==> config.mk <==
export PLATFORM = sky130hd
export DESIGN_NAME = scc_unit
export DESIGN_NICKNAME = d
export VERILOG_FILES = /design/src/scc_pkg.sv /design/src/scc_pin_edge.sv /design/src/scc_unit.sv
export SDC_FILE = /design/constraint.sdc
export NUM_CORES = 1
export LEC_CHECK = 0
export ABC_CLOCK_PERIOD_IN_PS = 2600
export BUFFER_PORTS_ARGS = -buffer_cell sky130_fd_sc_hd__buf_2
export CORE_MARGIN = 1
export CORE_UTILIZATION = 40
export CTS_CLUSTER_DIAMETER = 150
export DETAILED_ROUTE_END_ITERATION = 10
export PLACE_DENSITY = 0.77
export SYNTH_ARGS = -nofsm -noshare
export SYNTH_HDL_FRONTEND = slang
export SYNTH_HIERARCHICAL = 1
export SYNTH_SLANG_ARGS = --single-unit
==> constraint.sdc <==
create_clock -name i_clock -period 2.6 [get_ports i_clock]
set_input_delay 0.13 -clock i_clock [delete_from_list [all_inputs] [get_ports i_clock]]
set_output_delay 0.13 -clock i_clock [all_outputs]
set_load 0.005 [all_outputs]
==> src/scc_pkg.sv <==
// constants, types and decode helpers for the capture/compare/pwm unit
package scc_pkg;
  // register offsets on the plain register port
  localparam logic [1:0] SCC_OFF_CONTROL = 2'h0;
  localparam logic [1:0] SCC_OFF_DATA_LOW = 2'h1;
  localparam logic [1:0] SCC_OFF_DATA_HIGH = 2'h2;
  localparam logic [1:0] SCC_OFF_STATUS = 2'h3;
  // field positions in unit_control and status
  localparam int SCC_MODE_LSB = 0;
  localparam int SCC_DUTY_LSB = 4;
  localparam int SCC_FLAG_BIT = 0;
  localparam int SCC_PIN_BIT = 1;
  // values after reset
  localparam logic [3:0] SCC_MODE_RESET = 4'h0;
  localparam logic [1:0] SCC_DUTY_RESET = 2'h0;
  localparam logic [7:0] SCC_BYTE_RESET = 8'h00;
  localparam logic [3:0] SCC_PRESC_RESET = 4'h0;
  // mode codes
  localparam logic [3:0] SCC_MODE_OFF = 4'h0;
  localparam logic [3:0] SCC_MODE_TOGGLE = 4'h2;
  localparam logic [3:0] SCC_MODE_CAP_FALL = 4'h4;
  localparam logic [3:0] SCC_MODE_CAP_RISE = 4'h5;
  localparam logic [3:0] SCC_MODE_CAP_4TH = 4'h6;
  localparam logic [3:0] SCC_MODE_CAP_16TH = 4'h7;
  localparam logic [3:0] SCC_MODE_SET_HIGH = 4'h8;
  localparam logic [3:0] SCC_MODE_SET_LOW = 4'h9;
  localparam logic [3:0] SCC_MODE_SOFT = 4'hA;
  // prescaler terminal counts and the zero duty value
  localparam logic [1:0] SCC_PRESC_4TH_LAST = 2'h3;
  localparam logic [3:0] SCC_PRESC_16TH_LAST = 4'hF;
  localparam logic [9:0] SCC_DUTY_ZERO = 10'h000;

  // capture modes are 01xx
  function automatic logic scc_is_capture(input logic [3:0] mode);
    return mode[3:2] == 2'h1;
  endfunction

  // compare modes: toggle plus 1000 to 1010
  function automatic logic scc_is_compare(input logic [3:0] mode);
    return (mode == SCC_MODE_TOGGLE) || (mode == SCC_MODE_SET_HIGH)
      || (mode == SCC_MODE_SET_LOW) || (mode == SCC_MODE_SOFT);
  endfunction

  // pwm modes are 11xx
  function automatic logic scc_is_pwm(input logic [3:0] mode);
    return mode[3:2] == 2'h3;
  endfunction
endpackage

==> src/scc_pin_edge.sv <==
// pin synchroniser with rise and fall pulses
`timescale 1ns/100ps
module scc_pin_edge
  import scc_pkg::*;
(
  input wire logic i_clock,
  input wire logic i_reset,
  input wire logic i_pin,
  output logic o_level,
  output logic o_rise,
  output logic o_fall
);
  typedef struct packed {
    logic sync1;
    logic sync2;
    logic prev;
  } scc_edge_state_t;

  scc_edge_state_t s_r;
  scc_edge_state_t s_nxt;

  // first stage feeds only the second stage
  always_comb begin
    s_nxt = s_r;
    s_nxt.sync1 = i_pin;
    s_nxt.sync2 = s_r.sync1;
    s_nxt.prev = s_r.sync2;
  end

  always_ff @(posedge i_clock) begin
    if (i_reset) begin
      s_r <= '0;
    end else begin
      s_r <= s_nxt;
    end
  end

  // edges are seen between the settled stage and its delayed copy
  assign o_level = s_r.sync2;
  assign o_rise = s_r.sync2 & ~s_r.prev;
  assign o_fall = ~s_r.sync2 & s_r.prev;
endmodule // scc_pin_edge

==> src/scc_unit.sv <==
// capture/compare/pwm unit with its host register file
// Behaviour
// - mode 0000 disables the unit and clears its pin latch and prescaler
// - mode 0010 toggles the pin on timer match and sets the flag
// - modes 0100..0111 capture on fall, rise, 4th rise, 16th rise
// - mode 1000 drives pin low on entry, high on match, sets flag
// - mode 1001 drives pin high on entry, low on match, sets flag
// - mode 1010 match only sets the flag; pin follows port latch
// - modes 11xx are pwm; duty is low data byte plus two duty bits
// - control bits 7 and 6 read as zero
// - duty bits unused outside pwm; control and data bytes read/write, high data byte read-only in pwm
// - capture copies the selected 16-bit timer into the data pair
// - capture sets the flag; only software clears it
// - a newer capture overwrites an unread older one
// - capture/compare use timer 1 or 3, pwm uses timer 2 or 4
// - prescaler clears when the unit is off or capture is left
// - switching between capture prescales keeps the prescaler count
// - host sets pin as input; a driven pin can still cause capture
//
// The plain strobed port and the placing of the registers were left to the implementer.
`timescale 1ns/100ps
module scc_unit
  import scc_pkg::*;
(
  input wire logic i_clock,
  input wire logic i_reset,
  input wire logic [1:0] i_addr,
  input wire logic [7:0] i_wdata,
  input wire logic i_wr,
  input wire logic i_rd,
  output logic [7:0] o_rdata,
  input wire logic i_pin,
  input wire logic i_capture_uses_timer_three,
  input wire logic i_pwm_uses_timer_four,
  input wire logic [15:0] i_timer_one_count,
  input wire logic [15:0] i_timer_three_count,
  input wire logic [7:0] i_timer_two_count,
  input wire logic [1:0] i_timer_two_phase,
  input wire logic i_timer_two_restart,
  input wire logic [7:0] i_timer_four_count,
  input wire logic [1:0] i_timer_four_phase,
  input wire logic i_timer_four_restart,
  output logic o_pin_level,
  output logic o_pin_owned,
  output logic o_unit_interrupt_flag
);
  typedef struct packed {
    logic [3:0] mode;
    logic [1:0] duty_low;
    logic [7:0] data_low;
    logic [7:0] data_high;
    logic [1:0] duty_lat;
    logic flag;
    logic pin_latch;
    logic [3:0] presc;
    logic match_prev;
    logic [7:0] rdata;
  } scc_state_t;

  scc_state_t s_r;
  scc_state_t s_nxt;

  logic pin_level;
  logic pin_rise;
  logic pin_fall;
  logic ctrl_wr;
  logic stat_wr;
  logic [3:0] new_mode;
  logic [15:0] cc_time;
  logic match_now;
  logic cmp_hit;
  logic cap_hit;
  logic [9:0] pwm_pos;
  logic pwm_restart;
  logic [9:0] duty_next;
  logic [9:0] duty_live;

  // driven pin captures; the pad is sampled even while the port drives it
  scc_pin_edge u_pin_edge (
    .i_clock(i_clock),
    .i_reset(i_reset),
    .i_pin(i_pin),
    .o_level(pin_level),
    .o_rise(pin_rise),
    .o_fall(pin_fall)
  );

  // register port decode
  assign ctrl_wr = i_wr && (i_addr == SCC_OFF_CONTROL);
  assign stat_wr = i_wr && (i_addr == SCC_OFF_STATUS);
  assign new_mode = i_wdata[SCC_MODE_LSB +: 4];

  assign cc_time = i_capture_uses_timer_three ? i_timer_three_count
    : i_timer_one_count;
  assign pwm_pos = i_pwm_uses_timer_four
    ? {i_timer_four_count, i_timer_four_phase}
    : {i_timer_two_count, i_timer_two_phase};
  assign pwm_restart = i_pwm_uses_timer_four ? i_timer_four_restart
    : i_timer_two_restart;

  assign duty_next = {s_r.data_low, s_r.duty_low};
  assign duty_live = {s_r.data_high, s_r.duty_lat};

  // compare fires once as the timer arrives at the data value
  assign match_now = cc_time == {s_r.data_high, s_r.data_low};
  assign cmp_hit = scc_is_compare(s_r.mode) && match_now && !s_r.match_prev;

  always_comb begin
    case (s_r.mode)
      SCC_MODE_CAP_FALL: cap_hit = pin_fall;
      SCC_MODE_CAP_RISE: cap_hit = pin_rise;
      SCC_MODE_CAP_4TH: cap_hit = pin_rise && (s_r.presc[1:0] == SCC_PRESC_4TH_LAST);
      SCC_MODE_CAP_16TH: cap_hit = pin_rise && (s_r.presc == SCC_PRESC_16TH_LAST);
      default: cap_hit = 1'b0;
    endcase
  end

  // next state: host writes, then hardware events, then mode entry
  always_comb begin
    s_nxt = s_r;
    s_nxt.match_prev = match_now;
    if (i_wr && (i_addr == SCC_OFF_DATA_LOW)) begin
      s_nxt.data_low = i_wdata;
    end
    // in pwm the high byte is the duty slave and only reloads on restart
    if (i_wr && (i_addr == SCC_OFF_DATA_HIGH) && !scc_is_pwm(s_r.mode)) begin
      s_nxt.data_high = i_wdata;
    end
    // software clears the flag by writing zero
    if (stat_wr && !i_wdata[SCC_FLAG_BIT]) begin
      s_nxt.flag = 1'b0;
    end
    // partial count kept; rises count across prescale switches
    if (scc_is_capture(s_r.mode) && pin_rise) begin
      s_nxt.presc = s_r.presc + 4'h1;
    end
    if (cap_hit) begin
      {s_nxt.data_high, s_nxt.data_low} = cc_time;
      s_nxt.flag = 1'b1;
    end
    // compare action on the pin latch
    if (cmp_hit) begin
      s_nxt.flag = 1'b1;
      case (s_r.mode)
        SCC_MODE_TOGGLE: s_nxt.pin_latch = !s_r.pin_latch;
        SCC_MODE_SET_HIGH: s_nxt.pin_latch = 1'b1;
        SCC_MODE_SET_LOW: s_nxt.pin_latch = 1'b0;
        default: s_nxt.pin_latch = s_r.pin_latch;
      endcase
    end
    if (scc_is_pwm(s_r.mode)) begin
      if (pwm_restart) begin
        s_nxt.data_high = s_r.data_low;
        s_nxt.duty_lat = s_r.duty_low;
        s_nxt.pin_latch = duty_next != SCC_DUTY_ZERO;
      end else if (pwm_pos == duty_live) begin
        s_nxt.pin_latch = 1'b0;
      end
    end
    if (ctrl_wr) begin
      s_nxt.mode = new_mode;
      s_nxt.duty_low = i_wdata[SCC_DUTY_LSB +: 2];
      if (!scc_is_capture(new_mode)) begin
        s_nxt.presc = SCC_PRESC_RESET;
      end
      if (new_mode != s_r.mode) begin
        case (new_mode)
          SCC_MODE_OFF: s_nxt.pin_latch = 1'b0;
          SCC_MODE_SET_HIGH: s_nxt.pin_latch = 1'b0;
          SCC_MODE_SET_LOW: s_nxt.pin_latch = 1'b1;
          default: s_nxt.pin_latch = s_nxt.pin_latch;
        endcase
      end
    end
    // read data stand in the cycle after the strobe
    s_nxt.rdata = SCC_BYTE_RESET;
    if (i_rd) begin
      case (i_addr)
        SCC_OFF_CONTROL: s_nxt.rdata = {2'h0, s_r.duty_low, s_r.mode};
        SCC_OFF_DATA_LOW: s_nxt.rdata = s_r.data_low;
        SCC_OFF_DATA_HIGH: s_nxt.rdata = s_r.data_high;
        default: s_nxt.rdata = {6'h00, pin_level, s_r.flag};
      endcase
    end
  end

  // whole state in one register
  always_ff @(posedge i_clock) begin
    if (i_reset) begin
      s_r.mode <= SCC_MODE_RESET;
      s_r.duty_low <= SCC_DUTY_RESET;
      s_r.data_low <= SCC_BYTE_RESET;
      s_r.data_high <= SCC_BYTE_RESET;
      s_r.duty_lat <= SCC_DUTY_RESET;
      s_r.flag <= 1'b0;
      s_r.pin_latch <= 1'b0;
      s_r.presc <= SCC_PRESC_RESET;
      s_r.match_prev <= 1'b0;
      s_r.rdata <= SCC_BYTE_RESET;
    end else begin
      s_r <= s_nxt;
    end
  end

  // outputs; 1010 and capture leave the pin to the port logic
  assign o_rdata = s_r.rdata;
  assign o_pin_level = s_r.pin_latch;
  assign o_unit_interrupt_flag = s_r.flag;
  assign o_pin_owned = (s_r.mode == SCC_MODE_TOGGLE)
    || (s_r.mode == SCC_MODE_SET_HIGH) || (s_r.mode == SCC_MODE_SET_LOW)
    || scc_is_pwm(s_r.mode);
endmodule // scc_unit

### Yosys cells after proc, flatten, opt, wreduce, memory -nomap -nowiden

Index checks and enable logic that the tools add are counted.

| operators by class | value |
|---|---|
| reductions and logical operators | 27 |
| $mul | 0 |
| equal/unequal tests | 21 |
| add/sub/neg operators | 1 |
| div/mod/pow operators | 0 |
| bitwise logic cells | 5 |
| $lt $le $gt $ge | 0 |
| mux-type cells | 22 |
| shifts and indexed selects | 0 |

Operators with widths:

| kind | count |
|---|---|
| $mux 16 | 2 |
| $mux 10 | 3 |
| $eq 4x4->1 const B | 6 |
| $pmux 8 s3 | 1 |
| $eq 16x16->1 | 1 |
| $eq 4x3->1 const B | 4 |
| $mux 8 | 2 |
| $logic_and 1x1->1 | 11 |
| $eq 10x10->1 | 1 |
| $reduce_bool 10->1 | 1 |
| $eq 2x2->1 const B | 4 |
| $mux 4 | 2 |
| $mux 1 | 7 |
| $eq 2x1->1 const B | 3 |
| $mux 5 | 1 |
| $add 4x1->4 const B | 1 |
| $eq 4x2->1 const B | 1 |
| $logic_not 1->1 | 4 |
| $logic_not 4->1 | 1 |
| $logic_or 1x1->1 | 4 |
| $ne 4x4->1 | 1 |
| $pmux 1 s4 | 1 |
| $reduce_or 2->1 | 2 |
| $not 1->1 | 3 |
| 8 further kinds | 9 |

| storage, ports and cells | value |
|---|---|
| flip-flop bits (word level) | 42 |
| input port bits | 71 |
| output and inout port bits | 11 |
| memories kept | 0 |
| memory bits (read-only) | 0 |
| memory bits (writable) | 0 |
| latch bits | 0 |

### Depth between registers and ports, before layout

| depth | value |
|---|---|
| depth in word-level cells | 13 |
| gate-level depth with buffers | 8 |

### Cells and area by module

The synthesis kept the hierarchy.

Modules (own cells, without submodules):

| module | area each (µm²) | sequential area each (µm²) | cells each | instances |
|---|---|---|---|---|
| scc_unit | 2626.3 | 780.7 | 294 | 1 |
| scc_pin_edge | 91.3 | 60.1 | 8 | 1 |

### Worst setup path after synthesis

OpenSTA, ideal clock, no wires.

| timing | value |
|---|---|
| path kind | register -> register |
| from | reg s_r[35] (netlist bit) |
| to | reg s_r (netlist bit duty_live[6]) |
| data required time | 2535 ps |
| cell stages (with the launch flop) | 8 |
| library setup time | 65 ps |
| slack | 794 ps |
| arrival | 1741 ps |
| period minus slack after synthesis | 1806 ps |
| path buffers | 2 |
| cell sequence | dfxtp_1 -> buf_2 -> or3_1 -> o2111ai_1 -> buf_2 -> mux2i_1 -> mux2i_1 -> nor2_1 |

| on the way | value |
|---|---|
| longest elaborated chain between the ends | 5 |
| elaborated cells on any way between the ends | 8 |

Ends and longest elaborated chain:

| element | RTL line | source |
|---|---|---|
| start, declared | scc_unit.sv:60 | `scc_state_t s_r;` |
| start signal, assigned | scc_unit.sv:201 | `s_r <= s_nxt;` |
| $eq 4x3->1 | scc_unit.sv:109 | `case (s_r.mode)` |
| $pmux 1 s4 (*) | scc_unit.sv:109 |  |
| $mux 16 (*) | scc_unit.sv:137 | `if (cap_hit) begin` |
| $mux 10 | scc_unit.sv:152 | `if (pwm_restart) begin` |
| $mux 10 (*) | scc_unit.sv:151 | `if (scc_is_pwm(s_r.mode)) begin` |

Every way passes the cells marked *; elsewhere a longest branch is shown, timed or not.
A chain may end at the register's enable or synchronous reset.

### Worst setup path after layout

| timing | value |
|---|---|
| from | in i_capture_uses_timer_three |
| to | reg s_r (netlist bit o_pin_level) |

| on the way | value |
|---|---|
| longest elaborated chain between the ends | 11 |

Ends and longest elaborated chain:

| element | RTL line | source |
|---|---|---|
| start, declared | scc_unit.sv:33 | `input wire logic i_capture_uses_timer_three,` |
| $mux 16 (*) | scc_unit.sv:93 | `assign cc_time = i_capture_uses_timer_three ? i_timer_three_count` |
| $eq 16x16->1 (*) | scc_unit.sv:105 | `assign match_now = cc_time == {s_r.data_high, s_r.data_low};` |
| $logic_and 1x1->1 (*) (2 in series) | scc_unit.sv:106 | `assign cmp_hit = scc_is_compare(s_r.mode) && match_now && !s_r.match_prev;` |
| $mux 2 (*) | scc_unit.sv:142 | `if (cmp_hit) begin` |
| $mux 1 | scc_unit.sv:156 | `end else if (pwm_pos == duty_live) begin` |
| $mux 1 | scc_unit.sv:152 |  |
| $mux 1 (*) | scc_unit.sv:151 |  |
| $pmux 1 s2 | scc_unit.sv:167 | `case (new_mode)` |
| $mux 1 | scc_unit.sv:166 | `if (new_mode != s_r.mode) begin` |
| $mux 5 (*) | scc_unit.sv:160 | `if (ctrl_wr) begin` |

Marked as above.

==> results_dict.tcl <==
set metrics [dict create \
    ys_ff_latch 42 \
    worst_pin_slew_ns 0.583 \
    cp_num_buf_inv 1 \
    drive_gt1_share_pct 28.8 \
    h-tree-depth 2 \
    yosysMostFrequentCell "mux2i_1" \
    drv_cap 0 \
    yosys-top-cells-count "mux2i_1 (63), nor2_1 (54), dfxtp_1 (42), xnor2_1 (27), a21oi_1 (13)" \
    clk_path_buf_depth 2 \
    via_per_inst 5.36 \
    crit_type "primary input to flop" \
    place_congestion 0.911 \
    grt_pass1_wl_mm 11.5 \
    status "complete, but fails checks" \
    grt_pass1_vias 2426 \
    synthesis.nets 374 \
    regToRegSetupSlack_ns 0.78 \
    first_pass_iters 7 \
    grt_antenna_before_repair 0 \
    cts.repair.resized 0 \
    area_growth_pct 17.7 \
    cts-root-buf "clkbuf_8" \
    grt_max_degree 33 \
    postCtsHoldBufs 0 \
    die-area_um2 7130 \
    drv_slew 0 \
    use_met1_pct 24.6 \
    crit_family "simple AND/OR/NAND/NOR gates" \
    crit_fanout 16 \
    min_path_type "primary input to flop" \
    port_buffers 81 \
    synth_area_um2 2720 \
    grt-busiest-layer "met2" \
    relSlewSlack_pct 61.1 \
    routedWlPerCell_um 15.8 \
    synth_area_leader_cell "dfxtp_1" \
    rsz0062_at_grt "no" \
    fin_crit_sh_pct 70.5 \
    synth_edf_count 0 \
    worstSetupStartpointType "primary input" \
    ant_nets 0 \
    grtUsageTotal_pct 20.5 \
    grt_overflow_total 0 \
    netlist.area_leader.share_pct 30.9 \
    r2r_cells 7 \
    placement_rows 29 \
    p_per_area_nw_per_um2 460 \
    timing.rr.end "duty_live[3]" \
    finalClockSkew_ns 0.00636 \
    n_antenna_cell 0 \
    cts_tree "built" \
    cp.required_ns 2.84 \
    crit_path_end_kind "flop" \
    dp_hpwl_mm 5.45 \
    synth_area_leaders "dfxtp_1 (31%), mux2i_1 (23%), xnor2_1 (8.7%)" \
    ys.warnings.count 6 \
    synth-async-reset-ratio_pct 0 \
    hold_end "u_pin_edge/s_nxt[1]" \
    drt_iter0_drc 246 \
    r2r-start "s_r[35]" \
    num_vias 2385 \
    cts_buffers 5 \
    cts.sinks 42 \
    synth_cell_types 42 \
    fin_worst_hold_slack_ns 0.0473 \
    cts.clk_slew.worst_paths_ns 0.08 \
    postCtsSetupRepairBufs 0 \
    start_util_pct 42.1 \
    worstPathCellList "buf_2, mux2i_1, xnor2_1, nor4_1, nand4_1, o31a_1, a21boi_1" \
    tns_ns 0 \
    drc 4 \
    syn_inst 302 \
    clkLatencyLatePin_ns 0.31 \
    coreArea_um2 6460 \
    post-route-min-period_ns 1.83 \
    syn-mean-instance-area_um2 9.00 \
    hold_violations 0 \
    slowest_stage "buf_2" \
    drt_wl_total_mm 7.04 \
    leakage_nw 1.39 \
    cp_slowest_stage_delay_ns 0.40 \
    die_w_um 84.4 \
    use_met2_pct 36.1 \
    failed_checks "DRC" \
    die_y_um 84.4 \
    power_w 0.00147 \
    arrival_ns 2.07 \
    fmaxAchievable_ghz 0.546 \
    use_met3_pct 3.64 \
    seq_area_frac_synth_pct 30.9 \
    vdd_drop_max_mv 0.197 \
    fin_nets 439 \
    yosys_most_used_dff "dfxtp_1" \
    io_pins 82 \
    worstHoldPathCells 2 \
    setup_viol_count_final 0 \
    hold_start "i_pin" \
]
## state kept, by name, summed over array words and instances, names as in the netlist
name / cells
u_pin_edge/s_r: 1
duty_live: 10
o_unit_interrupt_flag: 1
o_rdata: 8
s_r: 9
o_pin_level: 1
u_pin_edge/o_level: 1
u_pin_edge/s_nxt: 1
duty_next: 10
## kinds of logic after synthesis
family	Yosys count	share of synthesized area, %
AO/OA/AOI/OAI	31	7.23
adder cells (fa/ha/maj)	1	0.460
multiplexers	74	28.7
flip-flops	42	30.9
XOR/XNOR	31	9.99
buffers and inverters	29	6.40
AND/OR/NAND/NOR	94	16.3
## cell usage in the layout (no fill, tap or decap), types with 5 or more instances in the layout
cell type	count
mux2i_1	63
a21oi_1	13
dfxtp_1	42
mux2_2	8
nor2b_1	11
buf_2	81
nand2_1	6
nor4_1	7
nor2_1	54
xnor2_1	27
clkbuf_8	5
## stage by stage
stage	area, um^2	utilization (%)	setup WS (ns)	cells
after global routing	3200	49.5	0.642	445
after detailed placement	3090	47.8	0.480	437
after global placement	3090	47.8	0.625	437
after floorplan	2720	-	0.794	302
final	3200	49.5	0.768	445
after CTS	3200	49.5	0.771	445
## where the power goes
| part | leakage [nW] | internal [W] | switching (W) |
|---|---|---|---|
| registers | 0.341 | 0.000659 | 0.0000269 |
| logic | 0.997 | 0.000138 | 0.000126 |
| clock network | 0.0514 | 0.000287 | 0.000235 |
## area by class of cell
type                            count  area [um^2]
Timing Repair Buffer               85          435
Sequential cell                    42          841
Tap cell                           77         96.3
Inverter                            2         7.51
Clock inverter                      2         37.5
Fill cell                         613         3260
Multi-Input combinational cell    231         1710
Clock buffer                        6         72.6
## layer usage
metal | part of all wire (%) | wire length (um) | vias to the layer above
met5 | 0 | 0 | -
met4 | 1.9 | 131 | 0
met2 | 50 | 3520 | 78
met3 | 6.1 | 429 | 14
met1 | 42 | 2950 | 1125
li1 | - | - | 1168
## worst max-delay path by stage
stage	start	endpoint	slack [ns]	cells after the start
after floorplan	s_r[35]	duty_live[6]	0.79	7
after global routing	i_capture_uses_timer_three	o_pin_level	0.64	7
after global placement	i_capture_uses_timer_three	o_pin_level	0.62	7
after CTS	i_capture_uses_timer_three	o_pin_level	0.77	7
final	i_capture_uses_timer_three	o_pin_level	0.77	7
after detailed placement	i_capture_uses_timer_three	o_pin_level	0.48	7
Note: power is estimated with default switching activity, not from simulation.
